## config.mk

```make
export PLATFORM = sky130hd
export DESIGN_NAME = timer_control_two_logic
export DESIGN_NICKNAME = d
export VERILOG_FILES = /design/src/design/timer_ctl_two_pkg.sv /design/src/design/timer_control_two_logic.sv
export SDC_FILE = /design/constraint.sdc
export NUM_CORES = 1
export LEC_CHECK = 0
export BUFFER_PORTS_ARGS = -buffer_cell sky130_fd_sc_hd__buf_2
export CAP_MARGIN = 20
export CORE_MARGIN = 8
export CORE_UTILIZATION = 54
export CTS_CLUSTER_SIZE = 10
export DETAILED_ROUTE_END_ITERATION = 10
export PLACE_DENSITY = 0.86
export SYNTH_ARGS = -nofsm -noshare
export SYNTH_HDL_FRONTEND = slang
export SYNTH_SLANG_ARGS = --single-unit
```

## constraint.sdc

```tcl
create_clock -name pclk -period 3.4 [get_ports pclk]
set_clock_uncertainty 0.15 [all_clocks]
set_input_delay 0.34 -clock pclk [delete_from_list [all_inputs] [get_ports pclk]]
set_output_delay 0.34 -clock pclk [all_outputs]
set_load 0.05 [all_outputs]
```

## src/design/timer_ctl_two_pkg.sv

```systemverilog
package timer_ctl_two_pkg;
    localparam logic [11:0] ctl_two_addr = 12'h004;
    localparam logic [11:0] chan_ctl_addr = 12'h020;
    localparam logic [11:0] status_addr = 12'h024;
    localparam logic [31:0] ctl_two_reset = 32'h00000000;
    localparam logic [31:0] ctl_two_write_mask = 32'h00007FFD;
    localparam int shadow_en_pos = 0;
    localparam int upd_ctl_pos = 2;
    localparam int dma_sel_pos = 3;
    localparam int mm_lsb = 4;
    localparam int trig_sel_pos = 7;
    localparam int idle_lsb = 8;
    localparam int num_ch = 4;
    localparam logic [2:0] mm_reset = 3'h0;
    localparam logic [2:0] mm_start = 3'h1;
    localparam logic [2:0] mm_update = 3'h2;
    localparam logic [2:0] mm_ch0_event = 3'h3;
    localparam logic [1:0] lock_open = 2'h0;
    localparam logic [7:0] dead_time_reset = 8'h00;
    typedef struct packed {
        logic [3:0] main_en;
        logic [2:0] comp_en;
        logic [11:0] cmp_ctl;
    } chan_ctl_t;
    typedef struct packed {
        logic [31:0] ctl_two;
        chan_ctl_t chan_pre;
        chan_ctl_t chan_act;
        logic [31:0] prdata;
        logic pready;
        logic pslverr;
        logic master_trigger_out;
        logic [3:0] dma_req;
        logic trig_in;
        logic trig_prev;
        logic slave_trig_prev;
        logic [3:0] main_out;
        logic [2:0] comp_out;
        logic [7:0] dt_cnt;
        logic idle_prev;
        logic [3:0] ref_prev;
    } state_t;
endpackage

```

## src/design/timer_control_two_logic.sv

```systemverilog
// Overview of operation
// - Idle: ch0 main output follows its level
// - Idle: ch0 complementary follows its level
// - Channels 1-2 idle bits behave alike; channel 3 has main only, no dead-time wait
// - Idle bits writable only when lock open
// - Main idle waits dead-time with complement
// - Trigger input: ch0 pin or XOR
// - Mode 000: pulse on counter reset
// - Mode 001: pulse on counter start
// - Mode 010: pulse on update event
// - Mode 011: pulse on ch0 event
// - Modes 100-111: compare reference edges
// - DMA request on channel event or update
// - Commutation load by request or trigger
// - Shadowed enables apply at commutation only
// - Channels without complement ignore shadowing
//
// Added by the designer: the APB slave port.
`timescale 1ns/100ps
`default_nettype none
module timer_control_two_logic
    import timer_ctl_two_pkg::*;
(
    input wire logic pclk,
    input wire logic presetn,
    input wire logic psel,
    input wire logic penable,
    input wire logic pwrite,
    input wire logic [11:0] paddr,
    input wire logic [31:0] pwdata,
    input wire logic [3:0] pstrb,
    output logic [31:0] prdata,
    output logic pready,
    output logic pslverr,
    input wire logic primary_output_enable,
    input wire logic [1:0] lock_level,
    input wire logic [7:0] dead_time,
    input wire logic [2:0] ch_pin,
    input wire logic counter_reset_event,
    input wire logic counter_start_event,
    input wire logic update_event,
    input wire logic [3:0] ch_event,
    input wire logic [3:0] compare_reference,
    input wire logic [3:0] ch_active_main,
    input wire logic [2:0] ch_active_comp,
    input wire logic slave_trigger_in,
    input wire logic software_commutation_request,
    output logic ch0_trigger_input,
    output logic master_trigger_out,
    output logic [3:0] dma_req,
    output logic [3:0] main_output,
    output logic [2:0] comp_output,
    output logic [3:0] channel_main_enable,
    output logic [2:0] channel_comp_enable,
    output logic [11:0] channel_compare_control
);
    state_t cur;
    state_t next_s;
    logic wr;
    logic rd;
    logic [31:0] wmask;
    logic commute;
    logic [3:0] ref_rise;
    logic trig_pulse;
    logic [31:0] ctl_wr;
    logic [31:0] idle_keep;

    assign wr = psel && penable && pwrite && !cur.pready;
    assign rd = psel && penable && !pwrite && !cur.pready;
    assign ref_rise = compare_reference & ~cur.ref_prev;

    // Idle bits keep their value unless the lock level is open.
    assign idle_keep = (lock_level == lock_open) ? 32'h00000000 : 32'h00007F00;

    // A commutation happens on request, or on a trigger edge when enabled.
    assign commute = software_commutation_request ||
        (cur.ctl_two[upd_ctl_pos] && slave_trigger_in && !cur.slave_trig_prev);

    genvar gi;
    generate
        for (gi = 0; gi < 4; gi++) begin : g_lane
            assign wmask[gi*8 +: 8] = pstrb[gi] ? 8'hFF : 8'h00;
        end
    endgenerate
    assign ctl_wr = (cur.ctl_two & ~(wmask & ctl_two_write_mask & ~idle_keep)) |
        (pwdata & wmask & ctl_two_write_mask & ~idle_keep);

    always_comb begin
        next_s = cur;
        next_s.pready = psel && penable && !cur.pready;
        next_s.pslverr = 1'b0;
        next_s.prdata = 32'h00000000;
        if (psel && penable && !cur.pready) begin
            unique case (paddr)
                ctl_two_addr: begin
                    if (wr) begin
                        next_s.ctl_two = ctl_wr;
                    end
                    if (rd) begin
                        next_s.prdata = cur.ctl_two;
                    end
                end
                chan_ctl_addr: begin
                    if (wr) begin
                        next_s.chan_pre = pwdata[18:0];
                    end
                    if (rd) begin
                        next_s.prdata = {13'h0000, cur.chan_act};
                    end
                end
                status_addr: begin
                    if (rd) begin
                        next_s.prdata = {22'h000000, cur.master_trigger_out, cur.trig_in, cur.dt_cnt};
                    end
                    next_s.pslverr = wr;
                end
                default: begin
                    next_s.pslverr = 1'b1;
                end
            endcase
        end
        // Channel 3 has no complement, so its controls always pass straight through.
        if (!cur.ctl_two[shadow_en_pos] || commute) begin
            next_s.chan_act = next_s.chan_pre;
        end else begin
            next_s.chan_act.main_en[3] = next_s.chan_pre.main_en[3];
            next_s.chan_act.cmp_ctl[11:9] = next_s.chan_pre.cmp_ctl[11:9];
        end
        next_s.trig_in = cur.ctl_two[trig_sel_pos] ? ^ch_pin : ch_pin[0];
        next_s.slave_trig_prev = slave_trigger_in;
        next_s.ref_prev = compare_reference;
        unique case (cur.ctl_two[mm_lsb +: 3])
            mm_reset: trig_pulse = counter_reset_event;
            mm_start: trig_pulse = counter_start_event;
            mm_update: trig_pulse = update_event;
            mm_ch0_event: trig_pulse = ch_event[0];
            default: trig_pulse = ref_rise[cur.ctl_two[mm_lsb +: 2]];
        endcase
        next_s.master_trigger_out = trig_pulse && !cur.master_trigger_out;
        next_s.dma_req = cur.ctl_two[dma_sel_pos] ? {4{update_event}} : ch_event;
        // Dead-time counts from entering idle; main outputs 0-2 hold until it ends, main output 3 takes its idle level at once.
        next_s.idle_prev = !primary_output_enable;
        if (primary_output_enable) begin
            next_s.dt_cnt = dead_time_reset;
        end else if (!cur.idle_prev) begin
            next_s.dt_cnt = dead_time;
        end else if (cur.dt_cnt != dead_time_reset) begin
            next_s.dt_cnt = cur.dt_cnt - 8'h01;
        end
        if (primary_output_enable) begin
            next_s.main_out = ch_active_main;
            next_s.comp_out = ch_active_comp;
        end else begin
            next_s.comp_out = {cur.ctl_two[idle_lsb+5], cur.ctl_two[idle_lsb+3], cur.ctl_two[idle_lsb+1]};
            next_s.main_out[3] = cur.ctl_two[idle_lsb+6];
            if (cur.idle_prev && cur.dt_cnt == dead_time_reset) begin
                next_s.main_out[2:0] = {cur.ctl_two[idle_lsb+4], cur.ctl_two[idle_lsb+2],
                    cur.ctl_two[idle_lsb]};
            end
        end
    end

    always_ff @(posedge pclk or negedge presetn) begin
        if (!presetn) begin
            cur <= '0;
        end else begin
            cur <= next_s;
        end
    end

    assign prdata = cur.prdata;
    assign pready = cur.pready;
    assign pslverr = cur.pslverr;
    assign ch0_trigger_input = cur.trig_in;
    assign master_trigger_out = cur.master_trigger_out;
    assign dma_req = cur.dma_req;
    assign main_output = cur.main_out;
    assign comp_output = cur.comp_out;
    assign channel_main_enable = cur.chan_act.main_en;
    assign channel_comp_enable = cur.chan_act.comp_en;
    assign channel_compare_control = cur.chan_act.cmp_ctl;
endmodule
`default_nettype wire

```

# Word level (Yosys, flattened, before mapping)
# Cells that the tools add are included.
# classes
add_sub_neg	1
multipliers	0
div_mod_pow	0
n_lt_le_gt_ge	1
n_eq_ne	7
shift	0
mux	23
n_bitwise	9
reduce_logical	26
# ops
op	count
case mux 32 bit (3 select lines)	1
two-way mux 19 bit	4
AND 15 x 32 -> 32 bit	2
two-way mux 32 bit	2
AND 32 bit	1
two-way mux 8 bit	4
inverter 15 -> 32 bit	1
inverter 32 bit	1
bitwise OR 32 bit	1
equality test 12 x 6 -> 1 bit, second input constant	2
AND 15 bit	1
two-way mux 15 bit	1
two-way mux 7 bit	2
equality test 12 x 3 -> 1 bit, second input constant	1
logical AND 1 bit	10
two-way mux 10 bit	1
zero test 8 bit	1
nonzero test 8 bit	1
subtractor 8 x 1 -> 8 bit, second input constant	1
equality test 3 x 2 -> 1 bit, second input constant	2
zero test 1 bit	6
AND 4 bit	1
two-way mux 4 bit	1
inverter 4 bit	1
15 further kinds	18
# totals
regBits	131
latchBits	0
ram_bits	0
romBits	0
wordCells	89
memories	0

# Longest topological paths before layout
# depth
word_depth	7
ltp_mapped	7
depth_no_buf	6

# Least setup slack after synthesis
# Ideal clock, no wire load.
# synth_path
path_kind	reg-to-reg
from	register cur, in the netlist pready
to	register cur, in the netlist prdata[5]
setup_time_ns	0.072
t_arrival_ns	1.948
t_required_ns	3.178
slack_ns	1.230
path_stages_with_launch	7
n_path_buf	3
synth_period_minus_slack_ns	2.170
cell_sequence	dfrtp_1 or2_2 buf_2 or4b_1 clkbuf_1 buf_2 nor2_1
# synth_rtl
item	line_no	rtl
start, declared	timer_control_two_logic.sv:57	state_t cur;
start signal, assigned	timer_control_two_logic.sv:167	cur <= next_s;

# Worst setup path after layout
# layout_path
from	input port paddr[2]
to	register cur[109] (netlist name)
# layout_between
elab_chain_len	2
# layout_lines
item	line_no	rtl
start, declared	timer_control_two_logic.sv:29	input wire logic [11:0] paddr,
equality test 12 x 3 -> 1 bit	timer_control_two_logic.sv:94	unique case (paddr)
AND reduction 3 bit (no source line)	--	
# Every way passes these cells.
# A chain may end at the register's enable or synchronous reset.

==> impl_metrics.toml <==
[power_and_ir_drop]
cellPowerDensity_nw_per_um2 = 435.6
vdd_drop_max_uv = 214.4
p_comb_share_pct = 12.1
p_seq_share_pct = 53.8
swShare_pct = 27.48
power_switching_mw = 0.6099
p_clk_share_pct = 34.1
power_leakage_nw = 2.744
fin_total_pwr_mw = 2.220
internal-power_mw = 1.610

[cts]
clk_latency_ns = 0.35
cts_root_buffer = "clkbuf_8"
clk_pin_slew_worst_paths_ns = 0.09
cts_sinks = 96
cts_max_level = 3
clk_path_buf_depth = 2
post_cts_resized = 0
postCtsSetupRepairBufs = 0
cts_made_buffers = 9
cts_tree = "yes"

[drt]
vias = 2876
finalWirelength_microns = 9937
wire_per_inst_microns = 17.87
drt_iter0_drc = 85
dr.pass1.iters = 4
drc = 0
vias_per_cell = 5.173
antenna_left = 0

[status]
violations = "hold timing"
outcome = "finished, violations left"

[synth]
ys_seq_elements = 96
yosysSeqAreaShare_pct = 52.66
netlist_area_sq_um = 4562
synthesis.instances = 368
synth_cell_types = 38
synth_top_area_share_pct = 52.66
avgSynthCellArea_sq_um = 12.40
yosysTopAreaCell = "dfrtp_1"
ys.flop_type = "dfrtp_1"
synthTopCellsByArea = "dfrtp_1, mux2_2, buf_4, mux2_4, nor2_1"
synth_edf_count = 0
yosys_warnings = 0
post-synth-top-count-cell = "dfrtp_1"
async_flop_share_pct = 100.0
synthTopCellsByCount = "dfrtp_1, buf_4, mux2_2, nor2_1"

[global_route]
grt_pass1_vias = 3158
grt.overflow.total = 0
grtUsageTotal_pct = 17.49
grt_max_degree = 80
grt_pass1_wl_microns = 15840
antenna_found_initial = 0

[setup_path]
cp_num_cells = 5
r2r_end = "prdata[1]"
critPathCapture = "cur[109]"
critical_path_buf_inv_count = 1
cp_cell_sequence = "buf_2 > nor2b_1 > nand2_1 > nor4_4 > mux2_2"
max_stage_delay_ns = 0.54
setup.worst_path.start_class = "input port"
rrSetupSlack_ns = 1.25
cp.required_ns = 3.48
crit_path_end_kind = "flip-flop"
slowest_stage = "nor2b_1"
worstPathMaxFanout = 15
arrival_ns = 2.25
critPathKind = "in -> reg"
timing.rr.start = "pready"
reg2regPathDepth = 3
cp-startpoint = "paddr[2]"
crit_family = "simple AND/OR/NAND/NOR gates"

[placed_design]
portBuffers = 124
placed_area_sq_um = 4845
dpl.hpwl_microns = 7496
finalWeightedCongestion = 0.7792

[floorplanning]
ios = 153
rows = 33
core_sq_um = 8217
dieWidth_microns = 107.9
dieArea_sq_um = 11640
die_h_microns = 107.9
initial_core_util_pct = 55.52

[final_layout]
drive_above_1_share_pct = 46.78
multi_input_area_sq_um = 1632
n_antenna_cell = 0
stdcell_area_sq_um = 5096
layout.nets = 535
area_growth_syn_to_layout_pct = 11.71
n_fill_cell = 693
seq_area_sq_um = 2402

[timing]
hold_viol = 13
maxSlewViolCount = 0
tns_ns = 0
worst_pin_slew_ns = 1.077
min_period_over_period_pct = 63.80
fmax_mhz = 461.0
worst_hold_slack_ns = -0.01865
rsz0062_at_grt = "no"
finalSetupViolations = 0
relSlewSlack_pct = 28.07
min_period_ns = 2.169

[run]
drv_cap = 0

[min_path]
hold_path.class = "in -> async"
-- power groups by stage --
stage	logic, mW	clock network (mW)	registers, mW
after floorplan	0.181	0	1.21
after global placement	0.259	0	1.21
after detailed placement	0.267	0	1.22
after CTS	0.273	0.781	1.19
after global routing	0.294	0.832	1.20
final	0.269	0.757	1.19
-- repair_timing --
item,CTS,global route
endpoints found under the hold margin,5,0
hold buffers,5,0
endpoints found under the setup margin,0,0
-- how the worst min path moves through the flow --
stage / to / slack (ns) / cells after the start
floorplan: asynchronous set/reset pin / -0.11 / 0
global placement: cur[2] / 0.31 / 1
detailed placement: cur[3] / 0.31 / 1
CTS: channel_compare_control[3] / 0.02 / 1
global route: ch0_trigger_input / 0.02 / 2
finish: prdata[3] / -0.02 / 1
-- cells in the final DEF, fill, tap and decap left out, types with 2 or more instances in the layout --
cell | netlist | routed
buf_4 | 62 | 3
xnor2_1 | 4 | 4
inv_1 | 11 | 11
xor2_1 | 3 | 3
nor4_4 | 3 | 3
and2_1 | 4 | 4
inv_6 | 0 | 4
buf_2 | 2 | 123
dfrtp_1 | 96 | 96
mux2_4 | 13 | 13
ha_1 | 2 | 2
dlygate4sd3_1 | 0 | 5
a32oi_1 | 2 | 2
conb_1 | 1 | 13
a22oi_1 | 14 | 14
mux2i_1 | 8 | 8
nand3_1 | 3 | 3
o21ai_0 | 8 | 8
nand2_1 | 14 | 14
mux2_2 | 48 | 48
nor2b_1 | 3 | 3
a211oi_1 | 7 | 7
clkbuf_8 | 0 | 9
nor4_1 | 2 | 2
nand2b_1 | 2 | 2
nor2_1 | 31 | 31
-- area by class of cell --
type / count / share of cell area, %
Clock buffer: 9 / 2.431
Clock inverter: 7 / 1.522
Inverter: 11 / 0.8102
Multi-Input combinational cell: 197 / 32.02
Sequential cell: 96 / 47.14
Tap cell: 105 / 2.578
Timing Repair Buffer: 131 / 13.50
-- cell families after synthesis --
kind of cell | synth area share (%)
compound gates | 5.019
xor+xnor | 1.344
mux | 18.38
simple gates | 9.325
other cells | 0.08220
flops | 52.66
buf+inv | 12.64
fa+ha+maj | 0.5485
-- through the flow --
| stage | utilization, % | instances | setup WS, ns |
|---|---|---|---|
| after floorplan | - | 380 | 1.230 |
| after global placement | 58.96 | 535 | 0.8670 |
| after detailed placement | 58.96 | 535 | 0.8445 |
| after CTS | 62.02 | 556 | 1.216 |
| after global routing | 62.02 | 556 | 1.090 |
| final | 62.02 | 556 | 1.231 |
-- registers in the layout, summed over array words and instances, names as in the netlist, named ones only --
| name | count |
|---|---|
| cur | 38 |
| prdata | 19 |
| channel_compare_control | 10 |
| channel_main_enable | 4 |
| dma_req | 4 |
| main_output | 4 |
| channel_comp_enable | 3 |
| comp_output | 3 |
| ch0_trigger_input | 1 |
| master_trigger_out | 1 |
| pready | 1 |
| pslverr | 1 |
-- metal layers --
metal,global-route usage (%),wire (microns),part of all wire [%]
met2,27.89,4803,48
met5,0,0,0
met1,22.08,4259,43
met3,4.611,669,6.7
met4,7.334,205,2.1
Note: power is estimated with default switching activity, not from simulation.
